## src/gpx_pkg.sv

```systemverilog
package gpx_pkg;
   // ------------------------------------------------------------
   // Register offsets
   // ------------------------------------------------------------
   localparam logic [7:0] OFS_IN = 8'h00;
   localparam logic [7:0] OFS_OUT = 8'h01;
   localparam logic [7:0] OFS_INV = 8'h02;
   localparam logic [7:0] OFS_DIR = 8'h03;
   localparam logic [7:0] OFS_DRV_LO = 8'h40;
   localparam logic [7:0] OFS_DRV_HI = 8'h41;
   localparam logic [7:0] OFS_HOLD = 8'h42;
   localparam logic [7:0] OFS_PULL_EN = 8'h43;
   localparam logic [7:0] OFS_PULL_SEL = 8'h44;
   localparam logic [7:0] OFS_MASK = 8'h45;
   localparam logic [7:0] OFS_SRC = 8'h46;
   localparam logic [7:0] OFS_STAGE = 8'h4F;
   // ------------------------------------------------------------
   // Reset values
   // ------------------------------------------------------------
   localparam logic [7:0] RST_OUT = 8'hFF;
   localparam logic [7:0] RST_INV = 8'h00;
   localparam logic [7:0] RST_DIR = 8'hFF;
   localparam logic [7:0] RST_DRV = 8'hFF;
   localparam logic [7:0] RST_HOLD = 8'h00;
   localparam logic [7:0] RST_PULL_EN = 8'hFF;
   localparam logic [7:0] RST_PULL_SEL = 8'hFF;
   localparam logic [7:0] RST_MASK = 8'hFF;
   localparam logic [7:0] RST_SRC = 8'h00;
   localparam logic [7:0] RST_STAGE = 8'h00;
   // ------------------------------------------------------------
   // Field positions and bus constants
   // ------------------------------------------------------------
   localparam int PTR_EXT_BIT = 6;
   localparam int STAGE_OD_BIT = 0;
   localparam int DRV_W = 2;
   localparam int PINS_PER_DRV = 4;
   localparam logic [3:0] BITS_PER_BYTE = 4'h8;
   // Fixed upper address bits, arbitrary value
   localparam logic [3:0] SLV_ADDR_HI = 4'h4;
   localparam logic [3:0] CNT_ZERO = 4'h0;
   // ------------------------------------------------------------
   // Serial slave states
   // ------------------------------------------------------------
   typedef enum logic [4:0]
   {
      ST_IDLE = 5'b00001,
      ST_RX = 5'b00010,
      ST_ACK = 5'b00100,
      ST_TX = 5'b01000,
      ST_RACK = 5'b10000
   } gpx_state_t;
   typedef enum logic [1:0]
   {
      BK_ADDR = 2'h0,
      BK_CMD = 2'h1,
      BK_DATA = 2'h2
   } gpx_kind_t;
endpackage

```

## src/gpx_sync.sv

```systemverilog
`timescale 1ns/10ps
module gpx_sync #(
   parameter int W = 1,
   parameter logic [W-1:0] INIT = '0
)
(
   input wire logic clk,
   input wire logic sys_rst,
   input wire logic [W-1:0] d,
   output logic [W-1:0] q
);
   logic [W-1:0] meta_ff;
   logic [W-1:0] q_ff;

   // First stage feeds only the second stage
   always_ff @(posedge clk)
   begin
      if (sys_rst)
      begin
         meta_ff <= INIT;
         q_ff <= INIT;
      end
      else
      begin
         meta_ff <= d;
         q_ff <= meta_ff;
      end
   end

   assign q = q_ff;
endmodule

```

## src/gpx_top.sv

```systemverilog
`timescale 1ns/10ps
module gpx_top (
   input wire logic clk,
   input wire logic sys_rst,
   input wire logic scl_i,
   input wire logic sda_i,
   output logic sda_o,
   output logic sda_oe,
   input wire logic strap_addr_bit0,
   input wire logic strap_addr_bit1,
   input wire logic strap_addr_bit2,
   input wire logic [7:0] port_pin_i,
   output logic [7:0] port_pin_o,
   output logic [7:0] port_pin_oe,
   output logic [15:0] drive_code,
   output logic [7:0] pull_on,
   output logic [7:0] pull_up_sel,
   output logic int_n_o,
   output logic int_n_oe
);
   // ------------------------------------------------------------
   // Input synchronisers
   // ------------------------------------------------------------
   logic [12:0] raw_in;
   logic [12:0] syn_in;
   logic scl_s;
   logic sda_s;
   logic [2:0] strap_s;
   logic [7:0] pin_s;

   assign raw_in = {strap_addr_bit2, strap_addr_bit1, strap_addr_bit0, scl_i, sda_i, port_pin_i};

   gpx_sync #(.W(13), .INIT(13'h1F00)) u_sync (
      .clk(clk),
      .sys_rst(sys_rst),
      .d(raw_in),
      .q(syn_in)
   );

   assign pin_s = syn_in[7:0];
   assign sda_s = syn_in[8];
   assign scl_s = syn_in[9];
   assign strap_s = syn_in[12:10];

   // ------------------------------------------------------------
   // Registers
   // ------------------------------------------------------------
   logic [7:0] ptr_ff;
   logic [7:0] out_ff;
   logic [7:0] inv_ff;
   logic [7:0] dir_ff;
   logic [7:0] drv_lo_ff;
   logic [7:0] drv_hi_ff;
   logic [7:0] hold_en_ff;
   logic [7:0] pull_en_ff;
   logic [7:0] pull_sel_ff;
   logic [7:0] mask_ff;
   logic [7:0] src_ff;
   logic [7:0] held_ff;
   logic [7:0] ref_ff;
   logic [7:0] stage_ff;

   // ------------------------------------------------------------
   // Serial slave state
   // ------------------------------------------------------------
   gpx_pkg::gpx_state_t state_ff;
   gpx_pkg::gpx_kind_t kind_ff;
   logic [3:0] bit_cnt_ff;
   logic [7:0] shift_ff;
   logic rw_ff;
   logic nack_ff;
   logic scl_d_ff;
   logic sda_d_ff;
   logic sda_o_ff;
   logic sda_oe_ff;

   logic scl_rise;
   logic scl_fall;
   logic bus_start;
   logic bus_stop;
   logic byte_done;
   logic addr_match;
   logic wr_strobe;
   logic rd_load;
   logic rd_in_clear;
   logic [7:0] rd_data;
   logic [7:0] in_view;
   logic [7:0] pin_chg;
   logic [7:0] nxt_src;

   localparam int PTR_HI_BIT = 7;

   function automatic logic in_map(input logic [7:0] p);
      in_map = (p == gpx_pkg::OFS_IN) || (p == gpx_pkg::OFS_OUT) ||
               (p == gpx_pkg::OFS_INV) || (p == gpx_pkg::OFS_DIR) ||
               (!p[PTR_HI_BIT] && p[gpx_pkg::PTR_EXT_BIT] &&
                ((p[5:3] == 3'h0 && p[2:0] <= 3'h6) || p == gpx_pkg::OFS_STAGE));
   endfunction

   assign scl_rise = scl_s & ~scl_d_ff;
   assign scl_fall = ~scl_s & scl_d_ff;
   assign bus_start = scl_s & scl_d_ff & sda_d_ff & ~sda_s;
   assign bus_stop = scl_s & scl_d_ff & ~sda_d_ff & sda_s;
   assign byte_done = (bit_cnt_ff == gpx_pkg::BITS_PER_BYTE);
   assign addr_match = (shift_ff[7:1] == {gpx_pkg::SLV_ADDR_HI, strap_s});
   assign wr_strobe = (state_ff == gpx_pkg::ST_RX) && scl_fall && byte_done &&
                      (kind_ff == gpx_pkg::BK_DATA);
   assign rd_load = scl_fall && rw_ff &&
                    (((state_ff == gpx_pkg::ST_ACK) && (kind_ff == gpx_pkg::BK_ADDR)) ||
                     ((state_ff == gpx_pkg::ST_RACK) && !nack_ff));
   assign rd_in_clear = rd_load && (ptr_ff == gpx_pkg::OFS_IN);

   // ------------------------------------------------------------
   // Pin change tracking
   // ------------------------------------------------------------
   // Only input pins raise events; driven pins would flag every write
   assign pin_chg = (pin_s ^ ref_ff) & dir_ff;
   // Latched bits stay set after the pin returns; plain bits follow it
   assign nxt_src = rd_in_clear ? 8'h00 : ((src_ff & hold_en_ff) | pin_chg);
   // Live pin level, or held value while a latched change waits
   assign in_view = ((held_ff & hold_en_ff & src_ff) |
                     (pin_s & ~(hold_en_ff & src_ff))) ^ inv_ff;

   // ------------------------------------------------------------
   // Read data select
   // ------------------------------------------------------------
   always_comb
   begin
      case (ptr_ff)
         gpx_pkg::OFS_IN: rd_data = in_view;
         gpx_pkg::OFS_OUT: rd_data = out_ff;
         gpx_pkg::OFS_INV: rd_data = inv_ff;
         gpx_pkg::OFS_DIR: rd_data = dir_ff;
         gpx_pkg::OFS_DRV_LO: rd_data = drv_lo_ff;
         gpx_pkg::OFS_DRV_HI: rd_data = drv_hi_ff;
         gpx_pkg::OFS_HOLD: rd_data = hold_en_ff;
         gpx_pkg::OFS_PULL_EN: rd_data = pull_en_ff;
         gpx_pkg::OFS_PULL_SEL: rd_data = pull_sel_ff;
         gpx_pkg::OFS_MASK: rd_data = mask_ff;
         gpx_pkg::OFS_SRC: rd_data = src_ff & ~mask_ff;
         gpx_pkg::OFS_STAGE: rd_data = stage_ff;
         default: rd_data = 8'h00;
      endcase
   end

   // ------------------------------------------------------------
   // Serial slave
   // ------------------------------------------------------------
   always_ff @(posedge clk)
   begin
      if (sys_rst)
      begin
         scl_d_ff <= 1'b1;
         sda_d_ff <= 1'b1;
      end
      else
      begin
         scl_d_ff <= scl_s;
         sda_d_ff <= sda_s;
      end
   end

   always_ff @(posedge clk)
   begin
      if (sys_rst)
      begin
         state_ff <= gpx_pkg::ST_IDLE;
         kind_ff <= gpx_pkg::BK_ADDR;
         bit_cnt_ff <= gpx_pkg::CNT_ZERO;
         shift_ff <= 8'h00;
         rw_ff <= 1'b0;
         nack_ff <= 1'b0;
         sda_oe_ff <= 1'b0;
      end
      else if (bus_start)
      begin
         state_ff <= gpx_pkg::ST_RX;
         kind_ff <= gpx_pkg::BK_ADDR;
         bit_cnt_ff <= gpx_pkg::CNT_ZERO;
         sda_oe_ff <= 1'b0;
      end
      else if (bus_stop)
      begin
         state_ff <= gpx_pkg::ST_IDLE;
         sda_oe_ff <= 1'b0;
      end
      else
      begin
         case (state_ff)
            gpx_pkg::ST_IDLE:
            begin
               sda_oe_ff <= 1'b0;
            end
            gpx_pkg::ST_RX:
            begin
               if (scl_rise && !byte_done)
               begin
                  shift_ff <= {shift_ff[6:0], sda_s};
                  bit_cnt_ff <= bit_cnt_ff + 4'h1;
               end
               else if (scl_fall && byte_done)
               begin
                  if ((kind_ff == gpx_pkg::BK_ADDR) && !addr_match)
                  begin
                     // Foreign address: stay off the bus until next start
                     state_ff <= gpx_pkg::ST_IDLE;
                  end
                  else
                  begin
                     if (kind_ff == gpx_pkg::BK_ADDR)
                     begin
                        rw_ff <= shift_ff[0];
                     end
                     state_ff <= gpx_pkg::ST_ACK;
                     sda_oe_ff <= 1'b1;
                  end
               end
            end
            gpx_pkg::ST_ACK:
            begin
               if (scl_fall)
               begin
                  bit_cnt_ff <= gpx_pkg::CNT_ZERO;
                  if (rd_load)
                  begin
                     state_ff <= gpx_pkg::ST_TX;
                     shift_ff <= rd_data;
                     sda_oe_ff <= ~rd_data[7];
                  end
                  else
                  begin
                     state_ff <= gpx_pkg::ST_RX;
                     sda_oe_ff <= 1'b0;
                     kind_ff <= (kind_ff == gpx_pkg::BK_ADDR) ? gpx_pkg::BK_CMD :
                                gpx_pkg::BK_DATA;
                  end
               end
            end
            gpx_pkg::ST_TX:
            begin
               if (scl_fall)
               begin
                  if (bit_cnt_ff == gpx_pkg::BITS_PER_BYTE - 4'h1)
                  begin
                     state_ff <= gpx_pkg::ST_RACK;
                     sda_oe_ff <= 1'b0;
                  end
                  else
                  begin
                     shift_ff <= {shift_ff[6:0], 1'b0};
                     sda_oe_ff <= ~shift_ff[6];
                  end
                  bit_cnt_ff <= bit_cnt_ff + 4'h1;
               end
            end
            gpx_pkg::ST_RACK:
            begin
               if (scl_rise)
               begin
                  nack_ff <= sda_s;
               end
               else if (scl_fall)
               begin
                  bit_cnt_ff <= gpx_pkg::CNT_ZERO;
                  if (rd_load)
                  begin
                     // Same register again: the pointer does not advance
                     state_ff <= gpx_pkg::ST_TX;
                     shift_ff <= rd_data;
                     sda_oe_ff <= ~rd_data[7];
                  end
                  else
                  begin
                     state_ff <= gpx_pkg::ST_IDLE;
                  end
               end
            end
            default:
            begin
               state_ff <= gpx_pkg::ST_IDLE;
               sda_oe_ff <= 1'b0;
            end
         endcase
      end
   end

   always_ff @(posedge clk)
   begin
      if (sys_rst)
      begin
         sda_o_ff <= 1'b0;
      end
      else
      begin
         sda_o_ff <= 1'b0;
      end
   end

   // ------------------------------------------------------------
   // Register file
   // ------------------------------------------------------------
   always_ff @(posedge clk)
   begin
      if (sys_rst)
      begin
         ptr_ff <= gpx_pkg::OFS_IN;
         out_ff <= gpx_pkg::RST_OUT;
         inv_ff <= gpx_pkg::RST_INV;
         dir_ff <= gpx_pkg::RST_DIR;
         drv_lo_ff <= gpx_pkg::RST_DRV;
         drv_hi_ff <= gpx_pkg::RST_DRV;
         hold_en_ff <= gpx_pkg::RST_HOLD;
         pull_en_ff <= gpx_pkg::RST_PULL_EN;
         pull_sel_ff <= gpx_pkg::RST_PULL_SEL;
         mask_ff <= gpx_pkg::RST_MASK;
         stage_ff <= gpx_pkg::RST_STAGE;
      end
      else if ((state_ff == gpx_pkg::ST_RX) && scl_fall && byte_done &&
               (kind_ff == gpx_pkg::BK_CMD))
      begin
         ptr_ff <= shift_ff;
      end
      else if (wr_strobe && in_map(ptr_ff))
      begin
         case (ptr_ff)
            gpx_pkg::OFS_OUT: out_ff <= shift_ff;
            gpx_pkg::OFS_INV: inv_ff <= shift_ff;
            gpx_pkg::OFS_DIR: dir_ff <= shift_ff;
            gpx_pkg::OFS_DRV_LO: drv_lo_ff <= shift_ff;
            gpx_pkg::OFS_DRV_HI: drv_hi_ff <= shift_ff;
            gpx_pkg::OFS_HOLD: hold_en_ff <= shift_ff;
            gpx_pkg::OFS_PULL_EN: pull_en_ff <= shift_ff;
            gpx_pkg::OFS_PULL_SEL: pull_sel_ff <= shift_ff;
            gpx_pkg::OFS_MASK: mask_ff <= shift_ff;
            gpx_pkg::OFS_STAGE: stage_ff <= {7'h00, shift_ff[gpx_pkg::STAGE_OD_BIT]};
            default: stage_ff <= stage_ff;
         endcase
      end
   end

   // ------------------------------------------------------------
   // Interrupt sources and held input values
   // ------------------------------------------------------------
   always_ff @(posedge clk)
   begin
      if (sys_rst)
      begin
         src_ff <= gpx_pkg::RST_SRC;
         held_ff <= 8'h00;
         ref_ff <= 8'h00;
      end
      else
      begin
         src_ff <= nxt_src;
         // Track the pin until a change is flagged, so the held value survives a return
         held_ff <= (held_ff & src_ff) | (pin_s & ~src_ff);
         if (rd_in_clear)
         begin
            ref_ff <= pin_s;
         end
      end
   end

   // ------------------------------------------------------------
   // Pin drivers
   // ------------------------------------------------------------
   logic [7:0] pin_o_ff;
   logic [7:0] pin_oe_ff;
   logic [7:0] pull_on_ff;
   logic int_oe_ff;

   genvar gi;
   generate
      for (gi = 0; gi < 8; gi++)
      begin : g_pin
         logic od_release;
         assign od_release = stage_ff[gpx_pkg::STAGE_OD_BIT] & out_ff[gi];
         always_ff @(posedge clk)
         begin
            if (sys_rst)
            begin
               pin_o_ff[gi] <= 1'b1;
               pin_oe_ff[gi] <= 1'b0;
               pull_on_ff[gi] <= 1'b1;
            end
            else
            begin
               pin_o_ff[gi] <= out_ff[gi];
               // Input pins stay released whatever the output bit holds
               pin_oe_ff[gi] <= ~dir_ff[gi] & ~od_release;
               pull_on_ff[gi] <= pull_en_ff[gi] & ~(stage_ff[gpx_pkg::STAGE_OD_BIT] &
                                                   ~dir_ff[gi]);
            end
         end
      end
   endgenerate

   always_ff @(posedge clk)
   begin
      if (sys_rst)
      begin
         int_oe_ff <= 1'b0;
      end
      else
      begin
         int_oe_ff <= |(src_ff & ~mask_ff);
      end
   end

   assign sda_o = sda_o_ff;
   assign sda_oe = sda_oe_ff;
   assign port_pin_o = pin_o_ff;
   assign port_pin_oe = pin_oe_ff;
   // Pin n code at bits 2n+1:2n; pins 7..4 from the high register
   assign drive_code = {drv_hi_ff, drv_lo_ff};
   assign pull_on = pull_on_ff;
   assign pull_up_sel = pull_sel_ff;
   assign int_n_o = sda_o_ff;
   assign int_n_oe = int_oe_ff;
endmodule

```

## config.mk

```make
export PLATFORM = sky130hd
export DESIGN_NAME = gpx_top
export DESIGN_NICKNAME = d
export VERILOG_FILES = /design/src/gpx_pkg.sv /design/src/gpx_sync.sv /design/src/gpx_top.sv
export SDC_FILE = /design/constraint.sdc
export NUM_CORES = 1
export LEC_CHECK = 0
export BUFFER_PORTS_ARGS = -buffer_cell sky130_fd_sc_hd__clkbuf_2
export CAP_MARGIN = 0
export CORE_MARGIN = 4
export CORE_UTILIZATION = 56
export CTS_BUF_LIST = sky130_fd_sc_hd__clkbuf_4 sky130_fd_sc_hd__clkbuf_8
export CTS_CLUSTER_SIZE = 24
export DETAILED_ROUTE_END_ITERATION = 16
export GPL_TIMING_DRIVEN = 0
export MAX_ROUTING_LAYER = met4
export PLACE_DENSITY_LB_ADDON = 0.08
export SYNTH_ARGS = -nofsm -noshare
export SYNTH_HDL_FRONTEND = slang
export SYNTH_SLANG_ARGS = --single-unit
```

## constraint.sdc

```tcl
create_clock -name clk -period 2.5 [get_ports clk]
set_input_delay 0.125 -clock clk [delete_from_list [all_inputs] [get_ports clk]]
set_output_delay 0.125 -clock clk [all_outputs]
set_load 0.02 [all_outputs]
```

==> impl_summary.md <==
Global route
Entering global routing, the biggest net connects 21 pins. Global routing finished with a remaining overflow of 0. The first global-routing pass estimated 39,360 um of wire. The initial antenna violation count is 0. The via count of the first global-routing pass is 6,778. The total global routing track utilization is 32.99%.

Clocking
The clock reaches the later pin of the worst-skew pair after 0.48 ns. The tree built by TritonCTS fans out to 180 sinks. Clock-pin slew was measured on the worst setup and hold paths at 0.11 ns. The largest buffer count on any clock path is 2. The tree is rooted in a sky130_fd_sc_hd__clkbuf_8.

The total clock buffers created by CTS is 17. The H-tree generated during clock tree synthesis spans 4 levels. The CTS tree is built.

STA
The final clock skew is 0.01441 ns. Static timing analysis puts the maximum clock frequency at 0.4048 GHz. The clock period minus worst slack is 2.470 ns. Setup violations remaining at the end of the flow were counted as 0. The normalized max-slew margin is 30.40%. The number of hold violations in the final report came to 0.

Dividing the final minimum period by the clock period gives 98.82%. The setup TNS is 0 ns. The number of pins exceeding their max-slew limit in the final report is 0.

The transition time of the tightest slew-check pin is 1.030 ns. The slack of the critical path is 0.02953 ns.

Place
Input and output buffers added on the ports amount to 64. The routability-driven placement congestion ratio is 1.046. The placed instances occupy a cell area of 8498 um2. The pre-CTS setup slack is -0.5909 ns. The wire-length estimate of the detail-placed layout is 18,840 um.

Cells and area
The final layout contains 979 nets. The repair_antennas step left the layout with diodes totalling 0. The sequential cell area in the final layout is 3606 um2. The fraction of the core area covered by cells at the end of the flow is 67.67%. The layout overhead on the synthesized area is 18.16%. The count of filler cells inserted in the layout is 1,114. After routing the design area is 9393 um2. Summing all multi-input logic gate instances after layout gives 4174 um2. The ratio of cells with drive above 1 in the final layout is 20.41%.

Routing
The routed metal-1 wirelength is 10,580 um. For this run, design rule violations remaining after detail routing come to 0. Summed over all nets, wire length on met2 after detailed routing comes to 11,770 um.

Across all layers, the routed design uses 7,080 vias. The remaining antenna violation count is 0. For this run, the detailed router's first-pass iteration total came to 7. In this run the top signal layer used is met4. For this block, the initial DRC count from the detailed router was 780.

After detailed routing, the number of vias per cell comes to 6.130. The final routed wire length divided by cell count is 22.26 um. The met3 wire length is 2285 um.

The total detailed-routing wirelength is 25,710 um.

Synthesis
Of the synthesized area, sequential elements account for 45.33%. The number of library cell types mapped by synthesis is 74. The async set-reset flop share out of synthesis is 0%.

The mean cell area of the mapped netlist is 9.374 um2. The post-synth design cell area is 7949 um2. Yosys mapped a number of flops with a built-in enable equal to 0.

The warning count from the yosys run is 0. Synthesis inferred 180 register bits. For this run, the leading register cell type out of synthesis is sky130_fd_sc_hd__dfxtp_1. The synthesized netlist cell count is 848.

Critical path
The required arrival time at the worst endpoint is 2.85 ns. The worst setup path is launched from a register. Data arrives at the worst endpoint at 2.82 ns.

The register-to-register setup slack is 0.03 ns. Along the worst path, the maximum fanout reaches 10. The critical path start-end classification is register to register. The nature of the critical path endpoint is a register.

Floorplan
For this design the top-level I/O count stands at 67. The horizontal die dimension is 127.1 um. The height of the die is 127.1 um. The area of the core region is 13,880 um2.

The die covers 16,160 um2. The number of rows created at floorplan is 43. The initial cell density of the core is 57.27%.

Hold path
The min-delay analysis places its worst path in the category input pin to register.

Power
The power consumption is 5.112 mW. The areal power density over the cells is 544.3 nW/um2. For this design the static power due to leakage is 3.502 nW. The worst-case IR drop observed on VDD is 0.4235 mV.

Run
Across the run, the number of max-cap violations was 0.

Run status
The run finished with clean final reports.
repair_timing:
action	in CTS	in global routing
hold buffers	13	0
endpoints found under the hold margin	13	0
pin swaps	7	3
cloned	0	1
gates resized for setup	27	22
endpoints found under the setup margin	97	72
buffers inserted	8	14
through the flow:
step / hold WS, ns / std cells
floorplan: 0.2288 / 849
global placement: 0.3081 / 1093
detailed placement: 0.3130 / 1093
CTS: 0.07159 / 1144
global route: 0.1247 / 1155
finish: 0.1002 / 1155
final cells by class:
| type | count | share of cell area (%) |
|---|---|---|
| clock buffer | 17 | 2.491 |
| tap | 180 | 2.398 |
| clock inverter | 15 | 1.918 |
| timing repair buffer | 100 | 7.007 |
| buffer | 49 | 2.624 |
| inverter | 17 | 0.7326 |
| multi-input combinational | 597 | 44.44 |
| sequential | 180 | 38.39 |
path summary, 6_finish.rpt:
| kind | start | endpoint | depth (start not counted) |
|---|---|---|---|
| worst max-delay path | ptr_ff[1] | shift_ff[6] | 8 |
| worst min-delay path | sys_rst | state_ff[2] | 4 |
| worst max register to register | ptr_ff[1] | shift_ff[6] | 8 |
| worst min register to register | u_sync.meta_ff[12] | u_sync.q[12] | 1 |
cells in the mapped netlist (all sizes together) (9+ instances only):
cell type	count	share of area [%]
mux2i	79	9.9
clkbuf	41	1.9
nand2	69	3.3
a21oi	26	1.6
nand3	20	1.3
a211oi	13	1.3
o21ai	24	1.5
nor2	80	3.8
dfxtp	180	45
xor2	13	1.4
nor2b	55	4.3
a22oi	9	0.85
nor3	16	1.9
buf	14	1.0
inv	16	0.76
a211o	33	3.6
or2	21	1.7
cells by family after synthesis:
| group | Yosys count | synth area share, % |
|---|---|---|
| AO/OA/AOI/OAI | 161 | 14.80 |
| AND/OR/NAND/NOR | 328 | 22.73 |
| XOR/XNOR | 19 | 2.094 |
| multiplexers | 85 | 10.94 |
| buffers and inverters | 72 | 3.746 |
| flip-flops | 180 | 45.33 |
| adder cells (fa/ha/maj) | 2 | 0.3148 |
| other | 1 | 0.04718 |
layer usage:
layer | track usage [%] | vias up
li1 | - | 3258
met1 | 40.71 | 3382
met2 | 51.28 | 362
met3 | 9.406 | 78
met4 | 13.12 | 0
met5 | - | -
worst max-delay path: stages, from the launching register on:
cell	delay (ns)
sky130_fd_sc_hd__dfxtp_1	0.47
sky130_fd_sc_hd__clkbuf_2	0.25
sky130_fd_sc_hd__clkbuf_4	0.28
sky130_fd_sc_hd__clkinvlp_4	0.22
sky130_fd_sc_hd__and4_1	0.22
sky130_fd_sc_hd__o21ai_0	0.31
sky130_fd_sc_hd__o2111ai_1	0.26
sky130_fd_sc_hd__a22oi_1	0.23
sky130_fd_sc_hd__a211oi_1	0.09
cells in the final DEF (no fill, tap or decap), types with 10 or more instances in the layout:
cell / instances
sky130_fd_sc_hd__dlygate4sd3_1: 13
sky130_fd_sc_hd__nor2_1: 77
sky130_fd_sc_hd__nand2_1: 68
sky130_fd_sc_hd__buf_4: 23
sky130_fd_sc_hd__nand3_1: 19
sky130_fd_sc_hd__clkbuf_2: 68
sky130_fd_sc_hd__a21oi_1: 26
sky130_fd_sc_hd__mux2i_1: 79
sky130_fd_sc_hd__inv_1: 15
sky130_fd_sc_hd__dfxtp_1: 178
sky130_fd_sc_hd__nor2b_1: 55
sky130_fd_sc_hd__a211o_1: 33
sky130_fd_sc_hd__clkbuf_8: 17
sky130_fd_sc_hd__clkbuf_1: 29
sky130_fd_sc_hd__or2_2: 21
sky130_fd_sc_hd__o21ai_0: 23
sky130_fd_sc_hd__nor3_4: 10
sky130_fd_sc_hd__a211oi_1: 12
sky130_fd_sc_hd__xor2_1: 13
power breakdown:
group	switching, mW	total (mW)	leakage [nW]	internal [mW]
clock network	1.25	2.01	0.204	0.768
registers	0.0231	2.92	1.46	2.90
logic	0.108	0.179	1.84	0.0711
total	1.38	5.11	3.50	3.73
sequential cells by signal (all words and copies together), names as in the netlist, 2 cells and up, named ones only:
signal,cells
bit_cnt_ff,4
out_ff,8
ref_ff,8
inv_ff,8
drv_lo_ff,8
kind_ff,2
mask_ff,8
port_pin_oe,8
ptr_ff,8
pull_on,8
hold_en_ff,8
drv_hi_ff,8
src_ff,8
u_sync.meta_ff,13
shift_ff,8
u_sync.q,13
pull_up_sel,8
port_pin_o,8
state_ff,5
pull_en_ff,8
dir_ff,8
Power figures use the tool's default switching activity.
